File: src/bsiu_pkg.sv
// Package with constants for the boundary scan instruction unit
package bsiu_pkg;
  localparam int IR_LEN = 3;
  localparam int ID_LEN = 32;
  localparam logic [2:0] IR_EXTEST = 3'h0;
  localparam logic [2:0] IR_IDCODE = 3'h1;
  localparam logic [2:0] IR_SAMPLE = 3'h2;
  localparam logic [2:0] IR_CLAMP = 3'h3;
  localparam logic [2:0] IR_HIGHZ = 3'h4;
  localparam logic [2:0] IR_BYPASS = 3'h7;
  localparam logic [2:0] IR_CAPTURE = 3'h1;
  localparam logic ID_LSB = 1'h1;
  localparam int ID_REV_LSB = 28;
  localparam int ID_DEV_LSB = 12;
  localparam int ID_MFR_LSB = 1;
  // Arbitrary identity values
  localparam logic [3:0] ID_REV_DEF = 4'h1;
  localparam logic [15:0] ID_DEV_DEF = 16'h1234;
  localparam logic [10:0] ID_MFR_DEF = 11'h055;
  typedef enum logic [3:0] {
    TAP_RESET = 4'hF, TAP_IDLE = 4'hC, TAP_SEL_DR = 4'h7, TAP_CAP_DR = 4'h6,
    TAP_SHIFT_DR = 4'h2, TAP_EXIT1_DR = 4'h1, TAP_PAUSE_DR = 4'h3, TAP_EXIT2_DR = 4'h0,
    TAP_UPD_DR = 4'h5, TAP_SEL_IR = 4'h4, TAP_CAP_IR = 4'hE, TAP_SHIFT_IR = 4'hA,
    TAP_EXIT1_IR = 4'h9, TAP_PAUSE_IR = 4'hB, TAP_EXIT2_IR = 4'h8, TAP_UPD_IR = 4'hD
  } bsiu_tap_e;
endpackage

File: src/bsiu_top.sv
// Boundary scan instruction unit top
// Notes on behaviour
// (RULE1) Instruction register: 3-bit shift stage plus 3-bit latched current instruction.
// (RULE2) In Shift-IR the shift stage sits between data in and out, shifting each rise.
// (RULE3) Rise with mode-select high in Exit1-IR or Exit2-IR enters Update-IR.
// (RULE4) Falling edge after entering Update-IR copies shift stage to current instruction.
// (RULE5) Codes: 000 extest, 001 idcode, 010 sample, 011 clamp, 100 highz, others bypass.
// (RULE6) Sample/preload samples pins without disturbing normal operation; preloads cells.
// (RULE7) Sample/preload puts boundary register in path; capture then shift out.
// (RULE8) Boundary instruction: rise in Capture-DR loads input pins into boundary register.
// (RULE9) Extest made current drives outputs from boundary values from the rising edge.
// (RULE10) Extest: falling edge in Update-DR drives outputs with shifted-in values.
// (RULE11) Other instruction than extest, clamp or highz returns outputs at Update-IR rise.
// (RULE12) Bypass: one-bit register joins data in to out; normal operation unaffected.
// (RULE13) Idcode selects identification word, loaded in Capture-DR, shifted in Shift-DR.
// (RULE14) Test-Logic-Reset forces idcode into the current instruction.
// (RULE15) Highz floats all outputs and places bypass in path.
// (RULE16) High impedance starts and ends at the Update-IR rising edge.
// (RULE17) Clamp drives outputs from boundary latches, unchanged, with bypass in path.
// (RULE18) Clamp after non-extest starts driving boundary values at Update-IR rise.
// (RULE19) Identification word: revision 31:28, device 27:12, maker 11:1, bit 0 one.
// (RULE20) During instruction shift the captured pattern shifts out with low bits 01.
// (RULE21) Asynchronous test reset returns controller to reset at any time.
// (RULE22) Under boundary instructions every functional pin acts as a bidirectional cell.
// (RULE23) Controller advances only on test clock rises, steered by mode-select.
// (RULE24) Five rises with mode-select high reach Test-Logic-Reset from any state.
// (RULE25) Capture-IR loads fixed value 001 into the shift stage.
// (RULE26) Data out changes on falling edges and floats outside the shift states.
`timescale 1ns/1ps
module bsiu_top #(
  parameter int N_PINS = 8,
  parameter logic [3:0] ID_REV = bsiu_pkg::ID_REV_DEF,
  parameter logic [15:0] ID_DEV = bsiu_pkg::ID_DEV_DEF,
  parameter logic [10:0] ID_MFR = bsiu_pkg::ID_MFR_DEF
) (
  input wire logic i_sys_clk,
  input wire logic i_rstn,
  input wire logic i_test_clock_pin,
  input wire logic i_test_mode_select_pin,
  input wire logic i_test_data_in_pin,
  input wire logic i_test_reset_n_pin,
  input wire logic [N_PINS-1:0] i_func_out,
  input wire logic [N_PINS-1:0] i_func_oe,
  input wire logic [N_PINS-1:0] i_pad_in,
  output logic [N_PINS-1:0] o_pad_out,
  output logic [N_PINS-1:0] o_pad_oe,
  output logic o_test_data_out_pin,
  output logic o_test_data_out_oe,
  output logic [2:0] o_instr
);
  // ------------------------------------------------------------
  // Pin synchronisers and edges
  // ------------------------------------------------------------
  logic [1:0] tck_sync;
  logic [1:0] tms_sync;
  logic [1:0] tdi_sync;
  logic [1:0] trst_sync;
  logic tck_prev;
  logic tck_rise;
  logic tck_fall;
  logic trst_n;
  always_ff @(posedge i_sys_clk or negedge i_rstn) begin
    if (!i_rstn) begin
      tck_sync <= 2'h0;
      tms_sync <= 2'h3;
      tdi_sync <= 2'h3;
      trst_sync <= 2'h0;
      tck_prev <= 1'h0;
    end else begin
      tck_sync <= {tck_sync[0], i_test_clock_pin};
      tms_sync <= {tms_sync[0], i_test_mode_select_pin};
      tdi_sync <= {tdi_sync[0], i_test_data_in_pin};
      trst_sync <= {trst_sync[0], i_test_reset_n_pin};
      tck_prev <= tck_sync[1];
    end
  end
  assign tck_rise = tck_sync[1] & ~tck_prev;
  assign tck_fall = ~tck_sync[1] & tck_prev;
  assign trst_n = i_rstn & trst_sync[1]; // RULE21

  // ------------------------------------------------------------
  // Controller
  // ------------------------------------------------------------
  bsiu_pkg::bsiu_tap_e state;
  bsiu_tap_fsm u_fsm ( // RULE23 RULE24 RULE3
    .i_sys_clk(i_sys_clk),
    .i_rstn(trst_n),
    .i_rise(tck_rise),
    .i_tms(tms_sync[1]),
    .o_state(state)
  );

  // ------------------------------------------------------------
  // Instruction register
  // ------------------------------------------------------------
  logic [2:0] ir_shift;
  logic [2:0] ir_cur;
  logic upd_ir_pend;
  always_ff @(posedge i_sys_clk or negedge trst_n) begin
    if (!trst_n) begin
      ir_shift <= bsiu_pkg::IR_CAPTURE;
    end else if (tck_rise && state == bsiu_pkg::TAP_CAP_IR) begin
      ir_shift <= bsiu_pkg::IR_CAPTURE; // RULE25 RULE20
    end else if (tck_rise && state == bsiu_pkg::TAP_SHIFT_IR) begin
      ir_shift <= {tdi_sync[1], ir_shift[2:1]}; // RULE2
    end
  end
  // Current instruction, copied on falling edge in Update-IR
  always_ff @(posedge i_sys_clk or negedge trst_n) begin
    if (!trst_n) begin
      ir_cur <= bsiu_pkg::IR_IDCODE;
    end else if (state == bsiu_pkg::TAP_RESET) begin
      ir_cur <= bsiu_pkg::IR_IDCODE; // RULE14
    end else if (tck_fall && state == bsiu_pkg::TAP_UPD_IR && upd_ir_pend) begin
      ir_cur <= ir_shift; // RULE4 RULE1
    end
  end
  always_ff @(posedge i_sys_clk or negedge trst_n) begin
    if (!trst_n) begin
      upd_ir_pend <= 1'h0;
    end else if (tck_rise) begin
      upd_ir_pend <= (state == bsiu_pkg::TAP_EXIT1_IR || state == bsiu_pkg::TAP_EXIT2_IR)
                     && tms_sync[1];
    end else if (tck_fall) begin
      upd_ir_pend <= 1'h0;
    end
  end

  // ------------------------------------------------------------
  // Decode
  // ------------------------------------------------------------
  logic sel_bsr;
  logic sel_id;
  logic is_extest;
  logic is_clamp;
  logic is_highz;
  assign sel_bsr = ir_cur == bsiu_pkg::IR_EXTEST || ir_cur == bsiu_pkg::IR_SAMPLE; // RULE5
  assign sel_id = ir_cur == bsiu_pkg::IR_IDCODE; // RULE5
  assign is_extest = ir_cur == bsiu_pkg::IR_EXTEST;
  assign is_clamp = ir_cur == bsiu_pkg::IR_CLAMP;
  assign is_highz = ir_cur == bsiu_pkg::IR_HIGHZ;

  // ------------------------------------------------------------
  // Data registers
  // ------------------------------------------------------------
  localparam int BSR_LEN = 2 * N_PINS;
  logic [BSR_LEN-1:0] bsr_shift;
  logic [BSR_LEN-1:0] bsr_latch;
  logic [bsiu_pkg::ID_LEN-1:0] id_shift;
  logic bypass;
  logic [bsiu_pkg::ID_LEN-1:0] id_word;
  assign id_word = {ID_REV, ID_DEV, ID_MFR, bsiu_pkg::ID_LSB}; // RULE19
  // Each pin is one bidirectional cell: data bit and enable bit
  always_ff @(posedge i_sys_clk or negedge trst_n) begin
    if (!trst_n) begin
      bsr_shift <= '0;
    end else if (tck_rise && sel_bsr && state == bsiu_pkg::TAP_CAP_DR) begin
      bsr_shift <= {i_pad_in, i_func_oe}; // RULE8 RULE6 RULE22
    end else if (tck_rise && sel_bsr && state == bsiu_pkg::TAP_SHIFT_DR) begin
      bsr_shift <= {tdi_sync[1], bsr_shift[BSR_LEN-1:1]}; // RULE7
    end
  end
  always_ff @(posedge i_sys_clk or negedge trst_n) begin
    if (!trst_n) begin
      bsr_latch <= '0;
    end else if (tck_fall && sel_bsr && state == bsiu_pkg::TAP_UPD_DR) begin
      bsr_latch <= bsr_shift; // RULE10 RULE6
    end
  end
  always_ff @(posedge i_sys_clk or negedge trst_n) begin
    if (!trst_n) begin
      id_shift <= '0;
    end else if (tck_rise && sel_id && state == bsiu_pkg::TAP_CAP_DR) begin
      id_shift <= id_word; // RULE13
    end else if (tck_rise && sel_id && state == bsiu_pkg::TAP_SHIFT_DR) begin
      id_shift <= {tdi_sync[1], id_shift[bsiu_pkg::ID_LEN-1:1]}; // RULE13
    end
  end
  always_ff @(posedge i_sys_clk or negedge trst_n) begin
    if (!trst_n) begin
      bypass <= 1'h0;
    end else if (tck_rise && state == bsiu_pkg::TAP_CAP_DR) begin
      bypass <= 1'h0;
    end else if (tck_rise && state == bsiu_pkg::TAP_SHIFT_DR) begin
      bypass <= tdi_sync[1]; // RULE12 RULE15 RULE17
    end
  end

  // ------------------------------------------------------------
  // Output pin control
  // ------------------------------------------------------------
  logic mode_bsr;
  logic mode_hiz;
  logic at_upd_ir_rise;
  assign at_upd_ir_rise = tck_rise && state == bsiu_pkg::TAP_UPD_IR;
  // Mode changes only at the rising edge leaving Update-IR
  always_ff @(posedge i_sys_clk or negedge trst_n) begin
    if (!trst_n) begin
      mode_bsr <= 1'h0;
      mode_hiz <= 1'h0;
    end else if (at_upd_ir_rise) begin
      mode_bsr <= is_extest | is_clamp; // RULE9 RULE11 RULE18
      mode_hiz <= is_highz; // RULE16 RULE15
    end
  end
  always_ff @(posedge i_sys_clk or negedge trst_n) begin
    if (!trst_n) begin
      o_pad_out <= '0;
      o_pad_oe <= '0;
    end else if (mode_hiz) begin
      o_pad_out <= '0;
      o_pad_oe <= '0; // RULE15
    end else if (mode_bsr) begin
      o_pad_out <= bsr_latch[BSR_LEN-1:N_PINS]; // RULE9 RULE17
      o_pad_oe <= bsr_latch[N_PINS-1:0];
    end else begin
      o_pad_out <= i_func_out; // RULE12 RULE6
      o_pad_oe <= i_func_oe;
    end
  end

  // ------------------------------------------------------------
  // Test data out
  // ------------------------------------------------------------
  logic next_tdo;
  always_comb begin
    if (state == bsiu_pkg::TAP_SHIFT_IR) begin
      next_tdo = ir_shift[0];
    end else if (sel_bsr) begin
      next_tdo = bsr_shift[0];
    end else if (sel_id) begin
      next_tdo = id_shift[0];
    end else begin
      next_tdo = bypass;
    end
  end
  always_ff @(posedge i_sys_clk or negedge trst_n) begin
    if (!trst_n) begin
      o_test_data_out_pin <= 1'h0;
      o_test_data_out_oe <= 1'h0;
    end else if (tck_fall) begin
      o_test_data_out_pin <= next_tdo; // RULE26
      o_test_data_out_oe <= state == bsiu_pkg::TAP_SHIFT_IR
                            || state == bsiu_pkg::TAP_SHIFT_DR;
    end
  end
  always_ff @(posedge i_sys_clk or negedge trst_n) begin
    if (!trst_n) begin
      o_instr <= bsiu_pkg::IR_IDCODE;
    end else begin
      o_instr <= ir_cur;
    end
  end

  // ------------------------------------------------------------
  // Checks
  // ------------------------------------------------------------
  property p_capir;
    @(posedge i_sys_clk) disable iff (!trst_n)
    (tck_rise && state == bsiu_pkg::TAP_CAP_IR) |=> ir_shift == bsiu_pkg::IR_CAPTURE;
  endproperty
  a_capir: assert property (p_capir) else $error("capture-ir value wrong"); // RULE25
  property p_tlr;
    @(posedge i_sys_clk) disable iff (!trst_n)
    state == bsiu_pkg::TAP_RESET |=> ir_cur == bsiu_pkg::IR_IDCODE;
  endproperty
  a_tlr: assert property (p_tlr) else $error("reset state lacks idcode"); // RULE14
  property p_updir;
    @(posedge i_sys_clk) disable iff (!trst_n)
    (tck_fall && state == bsiu_pkg::TAP_UPD_IR && upd_ir_pend) |=> ir_cur == $past(ir_shift);
  endproperty
  a_updir: assert property (p_updir) else $error("instruction not latched"); // RULE4
  property p_irhold;
    @(posedge i_sys_clk) disable iff (!trst_n)
    (state == bsiu_pkg::TAP_SHIFT_IR) |=> $stable(ir_cur);
  endproperty
  a_irhold: assert property (p_irhold) else $error("instruction changed in shift"); // RULE1
  property p_irshift;
    @(posedge i_sys_clk) disable iff (!trst_n)
    (tck_rise && state == bsiu_pkg::TAP_SHIFT_IR) |=> ir_shift[2] == $past(tdi_sync[1]);
  endproperty
  a_irshift: assert property (p_irshift) else $error("ir shift wrong"); // RULE2
  property p_idcap;
    @(posedge i_sys_clk) disable iff (!trst_n)
    (tck_rise && sel_id && state == bsiu_pkg::TAP_CAP_DR) |=> id_shift[0] == 1'h1;
  endproperty
  a_idcap: assert property (p_idcap) else $error("id bit 0 not one"); // RULE19
  property p_hiz;
    @(posedge i_sys_clk) disable iff (!trst_n)
    mode_hiz |=> o_pad_oe == '0;
  endproperty
  a_hiz: assert property (p_hiz) else $error("outputs not floated"); // RULE15
  property p_mode;
    @(posedge i_sys_clk) disable iff (!trst_n)
    at_upd_ir_rise |=> mode_bsr == (is_extest | is_clamp) && mode_hiz == is_highz;
  endproperty
  a_mode: assert property (p_mode) else $error("pin mode not updated"); // RULE11
  property p_tdoz;
    @(posedge i_sys_clk) disable iff (!trst_n)
    (tck_fall && state == bsiu_pkg::TAP_IDLE) |=> !o_test_data_out_oe;
  endproperty
  a_tdoz: assert property (p_tdoz) else $error("data out driven in idle"); // RULE26
endmodule // bsiu_top

File: src/bsiu_tap_fsm.sv
// TAP controller state machine
`timescale 1ns/1ps
module bsiu_tap_fsm (
  input wire logic i_sys_clk,
  input wire logic i_rstn,
  input wire logic i_rise,
  input wire logic i_tms,
  output bsiu_pkg::bsiu_tap_e o_state
);
  bsiu_pkg::bsiu_tap_e next_state;
  always_comb begin
    case (o_state)
      bsiu_pkg::TAP_RESET: next_state = i_tms ? bsiu_pkg::TAP_RESET : bsiu_pkg::TAP_IDLE;
      bsiu_pkg::TAP_IDLE: next_state = i_tms ? bsiu_pkg::TAP_SEL_DR : bsiu_pkg::TAP_IDLE;
      bsiu_pkg::TAP_SEL_DR: next_state = i_tms ? bsiu_pkg::TAP_SEL_IR : bsiu_pkg::TAP_CAP_DR;
      bsiu_pkg::TAP_CAP_DR: next_state = i_tms ? bsiu_pkg::TAP_EXIT1_DR : bsiu_pkg::TAP_SHIFT_DR;
      bsiu_pkg::TAP_SHIFT_DR: next_state = i_tms ? bsiu_pkg::TAP_EXIT1_DR : bsiu_pkg::TAP_SHIFT_DR;
      bsiu_pkg::TAP_EXIT1_DR: next_state = i_tms ? bsiu_pkg::TAP_UPD_DR : bsiu_pkg::TAP_PAUSE_DR;
      bsiu_pkg::TAP_PAUSE_DR: next_state = i_tms ? bsiu_pkg::TAP_EXIT2_DR : bsiu_pkg::TAP_PAUSE_DR;
      bsiu_pkg::TAP_EXIT2_DR: next_state = i_tms ? bsiu_pkg::TAP_UPD_DR : bsiu_pkg::TAP_SHIFT_DR;
      bsiu_pkg::TAP_UPD_DR: next_state = i_tms ? bsiu_pkg::TAP_SEL_DR : bsiu_pkg::TAP_IDLE;
      bsiu_pkg::TAP_SEL_IR: next_state = i_tms ? bsiu_pkg::TAP_RESET : bsiu_pkg::TAP_CAP_IR;
      bsiu_pkg::TAP_CAP_IR: next_state = i_tms ? bsiu_pkg::TAP_EXIT1_IR : bsiu_pkg::TAP_SHIFT_IR;
      bsiu_pkg::TAP_SHIFT_IR: next_state = i_tms ? bsiu_pkg::TAP_EXIT1_IR : bsiu_pkg::TAP_SHIFT_IR;
      bsiu_pkg::TAP_EXIT1_IR: next_state = i_tms ? bsiu_pkg::TAP_UPD_IR : bsiu_pkg::TAP_PAUSE_IR;
      bsiu_pkg::TAP_PAUSE_IR: next_state = i_tms ? bsiu_pkg::TAP_EXIT2_IR : bsiu_pkg::TAP_PAUSE_IR;
      bsiu_pkg::TAP_EXIT2_IR: next_state = i_tms ? bsiu_pkg::TAP_UPD_IR : bsiu_pkg::TAP_SHIFT_IR;
      bsiu_pkg::TAP_UPD_IR: next_state = i_tms ? bsiu_pkg::TAP_SEL_DR : bsiu_pkg::TAP_IDLE;
      default: next_state = bsiu_pkg::TAP_RESET;
    endcase
  end
  always_ff @(posedge i_sys_clk or negedge i_rstn) begin
    if (!i_rstn) begin
      o_state <= bsiu_pkg::TAP_RESET;
    end else if (i_rise) begin
      o_state <= next_state;
    end
  end
endmodule // bsiu_tap_fsm

File: config.mk
export PLATFORM = sky130hd
export DESIGN_NAME = bsiu_top
export DESIGN_NICKNAME = d
export VERILOG_FILES = /design/src/bsiu_pkg.sv /design/src/bsiu_top.sv /design/src/bsiu_tap_fsm.sv
export SDC_FILE = /design/constraint.sdc
export NUM_CORES = 1
export LEC_CHECK = 0
export ABC_CLOCK_PERIOD_IN_PS = 5600
export BUFFER_PORTS_ARGS = -buffer_cell sky130_fd_sc_hd__buf_2
export CAP_MARGIN = 25
export CORE_UTILIZATION = 55
export DETAILED_ROUTE_END_ITERATION = 8
export GPL_TIMING_DRIVEN = 0
export HOLD_SLACK_MARGIN = 0.03
export PLACE_DENSITY = 0.78
export SLEW_MARGIN = 10
export SYNTH_ARGS = -nofsm -noshare
export SYNTH_HDL_FRONTEND = slang
export SYNTH_HIERARCHICAL = 1
export SYNTH_SLANG_ARGS = --single-unit
export TNS_END_PERCENT = 10
File: constraint.sdc
create_clock -name i_sys_clk -period 5.6 [get_ports i_sys_clk]
set_clock_uncertainty 0.1 [all_clocks]
set_input_delay 0 -clock i_sys_clk [delete_from_list [all_inputs] [get_ports i_sys_clk]]
set_output_delay 0 -clock i_sys_clk [all_outputs]
set_load 0.03 [all_outputs]
==> results of run 1 <==
repair_timing:
item / CTS / global route
endpoints found under the setup margin: 0 / 0
gates resized for setup: 0 / 0
hold buffers: 30 / 0
hold endpoints to repair: 76 / 0
sequential cells by signal (all words and copies together), names as in the netlist, 3 cells and up:
register / cells
bsr_latch: 16
o_pad_out: 8
bsr_shift: 16
ir_shift: 3
ir_cur: 3
o_instr: 3
u_fsm/o_state: 4
id_shift: 32
o_pad_oe: 8
routing by layer:
layer / global-route usage [%] / vias up / part of all wire [%] / wire length, um
met5: 0 / - / 0 / 0
met2: 38.3 / 66 / 50 / 4360
met3: 3.28 / 14 / 2.9 / 251
li1: - / 1523 / - / -
met1: 30.0 / 1534 / 46 / 4060
met4: 8.08 / 0 / 1.4 / 126
power by group:
group          internal (mW)  switching [mW]
Combinational          0.353           0.439
Sequential              1.04           0.167
Clock                  0.169           0.271
Total                   1.56           0.877
synthesized netlist by cell type, types with 2 or more instances:
library cell	number	share of area (%)
dfrtp_1	97	53
a21oi_1	7	0.77
nand2_1	56	4.6
ha_1	2	0.55
nand3_1	3	0.33
clkbuf_1	8	0.66
buf_6	2	0.50
nand2b_1	21	2.9
mux2i_1	31	6.8
nor2_1	36	3.0
inv_1	5	0.41
buf_4	3	0.50
dfstp_2	11	6.4
o21ai_0	57	6.3
a32o_1	2	0.44
buf_2	10	1.1
mux2_4	11	3.6
o21ai_1	2	0.22
mux2_2	9	2.2
stage by stage:
| stage | setup WS [ps] | hold WS [ps] | util [%] | std cells |
|---|---|---|---|---|
| 3_5_place_dp | 3620 | -242 | 63.1 | 550 |
| 6_report | 3630 | 64.6 | 69.2 | 596 |
| 3_3_place_gp | 978 | -248 | 62.7 | 549 |
| 4_1_cts | 3610 | 44.2 | 69.2 | 596 |
| 5_1_grt | 3510 | 55.2 | 69.2 | 596 |
| 2_1_floorplan | 2090 | -396 | - | 397 |
layout by cell type, fill, tap and decap left out, drive strengths merged, types with 2 or more instances in the layout:
cell type    netlist  final
dfstp             11     11
o21ai             59     59
ha                 2      2
dlygate4sd3        0     30
dfrtp             97     97
buf               15     66
nor2              38     38
a32o               2      2
mux2i             31     31
inv                5      8
a21oi              7      7
nand3b             2      2
nand2b            21     21
nand4b             2      2
clkbuf             8     17
nand2             57     57
nand3              4      4
mux2              20     20
clkinv             0      3
final timing paths:
check,from,to,slack [ps],depth (start not counted)
max in group asynchronous,i_rstn,u_fsm/o_state[3],4450,4
worst max-delay path,u_fsm/o_state[2],bsr_latch[8],3630,6
worst min-delay path,i_rstn,tdi_sync[0],60,2
min in group i_sys_clk,i_test_clock_pin,tck_sync[0],170,2
worst max register to register,u_fsm/o_state[2],bsr_latch[8],3630,6
worst min register to register,trst_sync[1],bsr_latch[14],240,1
area by class of cell:
class                   count  area, um^2
inverters                   5        18.8
clock buffers               9         124
multi-input cells         261        1680
flip-flops and latches    108        2720
fillers                   554        2420
well taps                 102         128
plain buffers              23         125
repair buffers             81         578
clock inverters             7        57.6
kinds of logic (layout without fill, tap and decap cells):
| group | after synthesis | after routing | synth area share (%) |
|---|---|---|---|
| buffers and inverters | 28 | 125 | 3.17 |
| DFF | 108 | 108 | 59.8 |
| xor gates and xnor gates | 1 | 1 | 0.193 |
| adders and majority gates | 2 | 2 | 0.551 |
| and+or+nand+nor | 131 | 131 | 14.1 |
| muxes | 51 | 51 | 12.7 |
| AOI/OAI and AO/OA | 76 | 76 | 9.48 |
==> run_results.csv, run 1 <==
group,metric,value,unit
critical_path,cp-start-kind,"flop",
outcome,status,"completed",
clocking,clock-root-buffer,"clkbuf_8",
power_and_ir_drop,p_leak,2.65,nW
floorplanning,ios,51,
place,portBuffers,50,
clocking,post_cts_buffers,0,
place,dpl_cell_area,0.00495,mm^2
clocking,clock_sinks,108,
floorplanning,rows,32,
detailed_routing,drt_pass1_iterations,4,
final_layout,area_growth,19.6,%
final_layout,nets,521,
critical_path,crit_type,"flop to flop",
global_routing,antenna_found_initial,0,
detailed_routing,routed_via_density,5.26,
clocking,clock_latency,370,ps
final_layout,drive_gt1_share,25.3,%
worst_hold_path,min_path_type,"input pin to async pin",
synth,synth-main-ff-cell,"dfrtp_1",
clocking,clockBufferDepth,2,
synth,async_flop_share,100,%
global_routing,grt_start_max_net_pins,64,
critical_path,worstPathRequired,5760,ps
power_and_ir_drop,p_total,2.44,mW
critical_path,cp_data_arrival_time,2130,ps
timing,finalHoldViolCount,0,
place,routabilityCongestion,0.795,
timing,max_freq,507,MHz
timing,fin_crit,1970,ps
power_and_ir_drop,powerDensity,449,mW/mm^2
detailed_routing,drt_iter0_drc,181,
synth,syn_avg_cell_area,11.4,um^2
global_routing,grt_use_total,22.7,%
final_layout,num_antenna_cells,0,
critical_path,max_stage_delay,610,ps
detailed_routing,routedWlPerCell,14.8,um
synth,synth-seq-cells,108,
timing,fin_tns_setup,0,ps
detailed_routing,drc,0,
critical_path,critPathSlowestCell,"dfstp_2",
synth,syn-cell-area,0.00454,mm^2
critical_path,crit_family,"flip-flops",
timing,timing.final.crit_share,35.2,%
timing,tightest_slew,512,ps
job,maxCapViolations,0,
critical_path,cp-end-kind,"flop",
critical_path,critPathBufInv,2,
timing,slew_violations,0,
timing,rsz0062_at_grt,"no",
timing,max_slew_margin,65.9,%
synth,synth_nets,429,
place,dp_hpwl,5710,um
synth,synth_cell_types,43,
synth,seq_area_frac_synth,59.8,%
global_routing,grt_overflow,0,
clocking,clkSlewWorstSetupHoldPaths,100,ps
floorplanning,die_area,0.00863,mm^2
floorplanning,die_height,92.9,um
clocking,cts_max_level,3,
synth,synth_edf_count,0,
detailed_routing,route.vias.total,3137,
critical_path,worstPathCellList,"buf_4, nand2_2, nor2_4, nand4b_4, buf_6, mux2_4",
global_routing,grt_pass1_wl,15300,um
floorplanning,core_area,0.00785,mm^2
critical_path,crit_fanout,10,
synth,yosysWarnings,6,
detailed_routing,totalWireLength,8800,um
detailed_routing,drtAntennaViolNets,0,
clocking,cts_made_buffers,9,
global_routing,grt_pass1_vias,3255,
synth,syn_inst,397,
floorplanning,start_util,57.9,%
clocking,cts_tree,"built",
power_and_ir_drop,ir_drop,0.000173,V
final_layout,fin_area,0.00543,mm^2
floorplanning,die-width,92.9,um
timing,setup_viol,0,
(Power assumes the default switching activity.)
==> inputs of run 2 (changes only) <==
--- a/config.mk
+++ b/config.mk
@@ -5,7 +5,8 @@
 export SDC_FILE = /design/constraint.sdc
 export NUM_CORES = 1
 export LEC_CHECK = 0
-export ABC_CLOCK_PERIOD_IN_PS = 5600
+export ABC_AREA = 1
+export ABC_CLOCK_PERIOD_IN_PS = 1960
 export BUFFER_PORTS_ARGS = -buffer_cell sky130_fd_sc_hd__buf_2
 export CAP_MARGIN = 25
 export CORE_UTILIZATION = 55
==> constraint.sdc (replaced) <==
create_clock -name i_sys_clk -period 1.96 [get_ports i_sys_clk]
set_clock_uncertainty 0.1 [all_clocks]
set_input_delay 0 -clock i_sys_clk [delete_from_list [all_inputs] [get_ports i_sys_clk]]
set_output_delay 0 -clock i_sys_clk [all_outputs]
set_load 0.03 [all_outputs]
==> run_results.csv, run 2 <==
group,metric,value,unit
synth,netlist_top_cells_count,"nand2_1 (134), dfrtp_1 (97), o21ai_0 (81)",
global_routing,grt_overflow,0,
global_routing,grt_pass1_wl,16900,um
final_layout,layout_commonest_cell,"nand2_1",
global_routing,antenna_found_initial,0,
place,dp_cells,683,
detailed_routing,totalWireLength,9700,um
timing,tightest_slew,476,ps
synth,syn-cell-area,0.00457,mm^2
final_layout,reg_top3,"id_shift x32, bsr_latch x16, bsr_shift x16",
synth,synth_xor_area_share,0,%
global_routing,grtUsageMet3,5.12,%
timing,max_slew_margin,68.2,%
clocking,clock-root-buffer,"clkbuf_8",
final_layout,nets,654,
final_layout,fillCellCount,613,
critical_path,crit_fanout,10,
synth,yosysWarnings,6,
synth,synth-compound-area-share,10.8,%
critical_path,crit_type,"flop to flop",
synth,synth.most_common_cell,"nand2_1",
floorplanning,core_area,0.00789,mm^2
synth,synth-seq-cells,108,
clocking,post_cts_buffers,0,
global_routing,grt_pass1_vias,3772,
critical_path,cp-end-kind,"flop",
final_layout,layout_common_cells,"nand2_1 (134), dfrtp_1 (97), o21ai_0 (81), nor2_1 (64), buf_2 (55)",
floorplanning,die_area,0.00867,mm^2
synth,synth_nets,560,
synth,syn_inst,528,
power_and_ir_drop,ir_drop,0.000727,V
critical_path,cp-start-kind,"flop",
place,dp_hpwl,6350,um
synth,synth_edf_count,0,
critical_path,critPathSlowestCell,"dfstp_2",
synth,synth.area.top_cells,"dfrtp_1 (53%), nand2_1 (11%), o21ai_0 (8.9%)",
timing,fin_crit,1830,ps
synth,synthSimpleGateAreaFrac,22.2,%
floorplanning,ios,51,
final_layout,final_util,70.1,%
clocking,cts_made_buffers,9,
clocking,cts_max_level,3,
timing,timing.final.crit_share,93.6,%
timing,slew_violations,0,
synth,synth_top_family_by_area,"simple AND/OR/NAND/NOR gates",
critical_path,max_stage_delay,610,ps
detailed_routing,drt_iter0_drc,220,
timing,fin_tns_setup,0,ps
detailed_routing,drt_pass1_iterations,4,
timing,rsz0062_at_grt,"yes",
critical_path,r2r_setup_slack,130,ps
timing,max_freq,545,MHz
power_and_ir_drop,p_leak,2.85,nW
synth,synth_mux_area_share,0,%
critical_path,worstPathRequired,2100,ps
synth,synth_cell_types,26,
outcome,status,"completed",
power_and_ir_drop,powerDensity,1330,mW/mm^2
floorplanning,rows,32,
global_routing,grt_start_max_net_pins,38,
final_layout,area_growth,21.1,%
timing,fin_hold_ws,70.4,ps
critical_path,worstPathCellList,"buf_2, clkbuf_1, o21ai_0, nand2_1, o21ai_0",
detailed_routing,drtAntennaViolNets,0,
critical_path,cp_common_cell,"o21ai_0",
floorplanning,start_util,57.9,%
power_and_ir_drop,p_total,7.38,mW
final_layout,fin_cells,729,
worst_hold_path,min_path_type,"input pin to async pin",
critical_path,cp_data_arrival_time,1980,ps
synth,seq_area_frac_synth,59.5,%
global_routing,grt_use_total,24.9,%
final_layout,multi_input_area,0.00153,mm^2
synth,syn_avg_cell_area,8.65,um^2
final_layout,largest-register,"id_shift",
final_layout,largest_reg_flops,32,
global_routing,grt-busiest-layer,"met2",
clocking,clockBufferDepth,2,
clocking,clkSlewWorstSetupHoldPaths,100,ps
floorplanning,die-width,93.1,um
final_layout,drive_gt1_share,16.6,%
synth,synth_largest_area_cell,"dfrtp_1",
detailed_routing,drc,0,
critical_path,crit_family,"buffers and inverters",
final_layout,seq_area,0.00272,mm^2
clocking,clock_latency,360,ps
clocking,cts_tree,"built",
timing,setup_viol,0,
synth,yosysTopAreaCellShare,53.1,%
synth,yosys.area_share.adder,0.548,%
timing,finalHoldViolCount,0,
global_routing,met2_usage,40.9,%
detailed_routing,route.vias.total,3761,
synth,synth-main-ff-cell,"dfrtp_1",
detailed_routing,routedWlPerCell,13.3,um
place,routabilityCongestion,0.806,
clocking,clock_sinks,108,
final_layout,num_antenna_cells,0,
job,maxCapViolations,0,
place,portBuffers,50,
global_routing,gr-usage-met1,33.0,%
critical_path,critPathBufInv,2,
floorplanning,die_height,93.1,um
synth,async_flop_share,100,%
detailed_routing,routed_via_density,5.16,
==> run 2: area by class of cell <==
type,instances,share of cell area [%]
sequential,108,49.1
multi-input combinational,340,27.7
timing repair buffer,83,11.0
inverter,58,4.00
clock buffer,11,2.74
tap,102,2.31
buffer,22,2.04
clock inverter,5,1.06
==> run 2: what timing repair did <==
item	4_1_cts	5_1_grt
setup endpoints to repair	0	35
hold buffers	30	0
hold endpoints to repair	83	0
gates resized for setup	0	9
==> run 2: cells by family (layout without fill, tap and decap cells) <==
| family | Yosys count | in the layout |
|---|---|---|
| and+or+nand+nor | 241 | 241 |
| buffers and inverters | 80 | 179 |
| AOI/OAI and AO/OA | 97 | 97 |
| DFF | 108 | 108 |
| adders and majority gates | 2 | 2 |
==> run 2: per-stage QoR <==
step / instance area [um^2] / worst slack [ps]
3_3_place_gp: 4950 / -219
3_5_place_dp: 5010 / 11.7
6_report: 5530 / 125
2_1_floorplan: 4570 / 283
4_1_cts: 5520 / 3.55
5_1_grt: 5530 / -28.4
==> run 2: layer usage <==
metal  part of all wire (%)  wire (um)
met3                    4.0        385
met2                     49       4740
met4                    1.1        110
met5                      0          0
met1                     46       4460
==> run 2: worst reg2reg max path, stage by stage, from the launching register on <==
cell	delay, ps
dfstp_2	610
buf_2	250
clkbuf_1	410
o21ai_0	190
nand2_1	90
o21ai_0	80
==> run 2: worst paths after layout <==
path / start / to / cells past startpoint
worst max-delay path: u_fsm/o_state[2] / bsr_shift[2] / 5
worst min-delay path: i_rstn / tdi_sync[0] / 2
worst max register to register: u_fsm/o_state[2] / bsr_shift[2] / 5
worst min register to register: trst_sync[1] / ir_shift[2] / 2
max in group asynchronous: i_rstn / bsr_latch[8] / 7
min in group i_sys_clk: i_test_reset_n_pin / trst_sync[0] / 2
==> run 2: power by group <==
part / total, mW / internal, mW / leakage (nW) / switching [mW]
logic: 2.49 / 0.802 / 1.40 / 1.69
registers: 3.49 / 3.04 / 1.35 / 0.448
clock network: 1.39 / 0.663 / 0.102 / 0.730
total: 7.38 / 4.51 / 2.85 / 2.87
==> inputs of run 3 (changes only) <==
--- a/config.mk
+++ b/config.mk
@@ -5,7 +5,6 @@
 export SDC_FILE = /design/constraint.sdc
 export NUM_CORES = 1
 export LEC_CHECK = 0
-export ABC_AREA = 1
 export ABC_CLOCK_PERIOD_IN_PS = 1960
 export BUFFER_PORTS_ARGS = -buffer_cell sky130_fd_sc_hd__buf_2
 export CAP_MARGIN = 25
@@ -13,10 +12,9 @@
 export DETAILED_ROUTE_END_ITERATION = 8
 export GPL_TIMING_DRIVEN = 0
 export HOLD_SLACK_MARGIN = 0.03
-export PLACE_DENSITY = 0.78
+export PLACE_DENSITY = 0.77
 export SLEW_MARGIN = 10
 export SYNTH_ARGS = -nofsm -noshare
 export SYNTH_HDL_FRONTEND = slang
-export SYNTH_HIERARCHICAL = 1
 export SYNTH_SLANG_ARGS = --single-unit
 export TNS_END_PERCENT = 10
==> run_results.csv, run 3 <==
group,metric,value,unit
critical_path,timing.rr.end,"bsr_shift[6]",
place,portBuffers,50,
detailed_routing,routedWlPerCell,14.9,um
synth,synth-main-ff-cell,"dfrtp_1",
global_routing,grt-busiest-layer,"met2",
synth,synth_largest_area_cell,"dfrtp_1",
clocking,clock_sinks,108,
synth,syn_inst,376,
detailed_routing,drt_iter0_drc,110,
floorplanning,rows,33,
global_routing,gr-usage-met1,26.3,%
power_and_ir_drop,p_total,7.30,mW
critical_path,cp_data_arrival_time,2050,ps
final_layout,drive_gt1_share,34.5,%
power_and_ir_drop,p_seq_share,45.4,%
final_layout,largest-register,"id_shift",
synth,yosysWarnings,0,
clocking,cts_max_level,3,
timing,tightest_slew,595,ps
global_routing,grtUsageMet3,3.22,%
job,maxCapViolations,0,
final_layout,num_antenna_cells,0,
critical_path,max_stage_delay,540,ps
clocking,clockBufferDepth,2,
synth,async_flop_share,100,%
critical_path,r2r_setup_slack,70,ps
clocking,clkSlewWorstSetupHoldPaths,100,ps
timing,rsz0062_at_grt,"yes",
power_and_ir_drop,p_leak,2.83,nW
global_routing,grt_start_max_net_pins,57,
detailed_routing,routed_via_density,5.32,
final_layout,reg_top3,"id_shift x32, bsr_latch x16, bsr_shift x16",
power_and_ir_drop,power_frac_clock,17.3,%
place,routabilityCongestion,0.803,
critical_path,worstPathRequired,2120,ps
timing,finalHoldViolCount,0,
global_routing,met2_usage,38.2,%
timing,max_freq,530,MHz
timing,fin_crit,1890,ps
outcome,status,"completed",
synth,seq_area_frac_synth,57.2,%
critical_path,cp-start-kind,"flop",
clocking,clock_latency,370,ps
synth,synth.most_common_cell,"dfrtp_1",
synth,netlist_top_cells_count,"dfrtp_1 (97), mux2_2 (43), nor2_1 (38)",
detailed_routing,drtAntennaViolNets,0,
clocking,cts_made_buffers,9,
floorplanning,start_util,57.2,%
critical_path,crit_family,"multiplexers",
power_and_ir_drop,comb_power_share,37.3,%
timing,fin_hold_ws,57.0,ps
power_and_ir_drop,internal-power,4.72,mW
synth,synth_nets,408,
final_layout,layout_common_cells,"dfrtp_1 (97), buf_2 (57), mux2_2 (43), nor2_1 (38), mux2i_1 (36)",
power_and_ir_drop,netSwitchingFraction,35.3,%
timing,max_slew_margin,60.3,%
final_layout,fin_area,0.00570,mm^2
detailed_routing,totalWireLength,8660,um
final_layout,multi_input_area,0.00180,mm^2
place,dp_hpwl,5710,um
synth,syn-cell-area,0.00475,mm^2
detailed_routing,drt_pass1_iterations,4,
final_layout,layout_commonest_cell,"dfrtp_1",
synth,synth_edf_count,0,
timing,timing.final.crit_share,96.2,%
timing,slew_violations,0,
worst_hold_path,min_path_type,"input pin to async pin",
critical_path,reg2reg_from,"u_fsm.o_state[2]",
final_layout,nets,505,
detailed_routing,route.vias.total,3103,
critical_path,crit_type,"flop to flop",
final_layout,fillCellCount,610,
floorplanning,core_area,0.00830,mm^2
power_and_ir_drop,switchingPower,2.58,mW
critical_path,worstPathCellList,"buf_6, nor2b_4, buf_6, buf_8, mux2_4, mux2_4",
floorplanning,die_height,94.9,um
final_layout,area_growth,20.1,%
synth,yosysTopAreaCellShare,51.1,%
floorplanning,die_area,0.00901,mm^2
timing,setup_viol,0,
synth,synth_cell_types,45,
power_and_ir_drop,ir_drop,0.000738,V
global_routing,grt_overflow,0,
clocking,cts_tree,"built",
place,dpl_cell_area,0.00516,mm^2
global_routing,antenna_found_initial,0,
critical_path,cp-end-kind,"flop",
critical_path,critPathBufInv,3,
synth,synth.area.top_cells,"dfrtp_1 (51%), mux2_2 (10%), mux2i_1 (7.6%)",
final_layout,seq_area,0.00272,mm^2
critical_path,crit_fanout,10,
global_routing,grt_use_total,21.5,%
synth,syn_avg_cell_area,12.6,um^2
critical_path,reg2reg_depth,6,
final_layout,largest_reg_flops,32,
global_routing,grt_pass1_wl,14700,um
global_routing,grt_pass1_vias,3316,
detailed_routing,drc,0,
synth,synth-seq-cells,108,
power_and_ir_drop,powerDensity,1280,mW/mm^2
floorplanning,ios,51,
clocking,clock-root-buffer,"clkbuf_8",
floorplanning,die-width,94.9,um
critical_path,critPathSlowestCell,"dfstp_2",
## run 3: power groups by stage
stage | clock network [mW] | logic, mW | registers (mW)
after global placement | 0 | 2.58 | 3.33
after detailed placement | 0 | 2.66 | 3.36
after floorplan | 0 | 1.83 | 3.56
after global routing | 1.39 | 3.00 | 3.40
after CTS | 1.30 | 2.73 | 3.31
final | 1.26 | 2.72 | 3.31
## run 3: through the flow
stage	utilization, %	std cells	worst slack, ps	setup TNS [ps]
after floorplan	-	376	128	0
after CTS	68.0	578	14.6	0
after detailed placement	62.2	532	-7.46	-7.46
final	68.7	583	74.1	0
after global placement	61.8	531	-4.71	-4.71
after global routing	68.7	583	-16.7	-17.8
## run 3: routing by layer
metal,wire [um],part of all wire (%)
met5,0,0
met4,166,1.9
met3,269,3.1
met2,4370,50
met1,3850,44
## run 3: kinds of logic (layout without fill, tap and decap cells)
| group | count (synthesis) | in the layout | synth area share, % |
|---|---|---|---|
| AO/OA/AOI/OAI | 49 | 49 | 6.25 |
| XOR/XNOR | 1 | 1 | 0.185 |
| adder cells (fa/ha/maj) | 2 | 2 | 0.527 |
| buffers and inverters | 44 | 146 | 5.01 |
| flip-flops | 108 | 108 | 57.2 |
| multiplexers | 91 | 91 | 21.6 |
| AND/OR/NAND/NOR | 81 | 81 | 9.23 |
## run 3: area by class of cell
class | count | area share [%]
repair buffers | 86 | 10.8
clock inverters | 7 | 1.03
well taps | 105 | 2.31
multi-input cells | 224 | 31.5
flip-flops and latches | 108 | 47.7
clock buffers | 9 | 2.17
plain buffers | 27 | 3.40
inverters | 17 | 1.12
## run 3: repair_timing
action | CTS | global route
hold buffers | 30 | 0
gates resized for setup | 1 | 7
setup endpoints to repair | 1 | 37
hold endpoints to repair | 85 | 0
buffers inserted | 0 | 5
## run 3: worst max path at each step
| stage | endpoint | start | cells past startpoint | slack [ps] |
|---|---|---|---|---|
| global placement | bsr_shift[6] | tck_prev | 8 | -5 |
| floorplan | bsr_shift[6] | tck_prev | 8 | 130 |
| CTS | id_shift[8] | tck_sync[1] | 6 | 10 |
| finish | bsr_shift[6] | u_fsm.o_state[2] | 6 | 70 |
| detailed placement | bsr_shift[6] | tck_prev | 8 | -7 |
| global route | bsr_shift[6] | tck_prev | 8 | -20 |
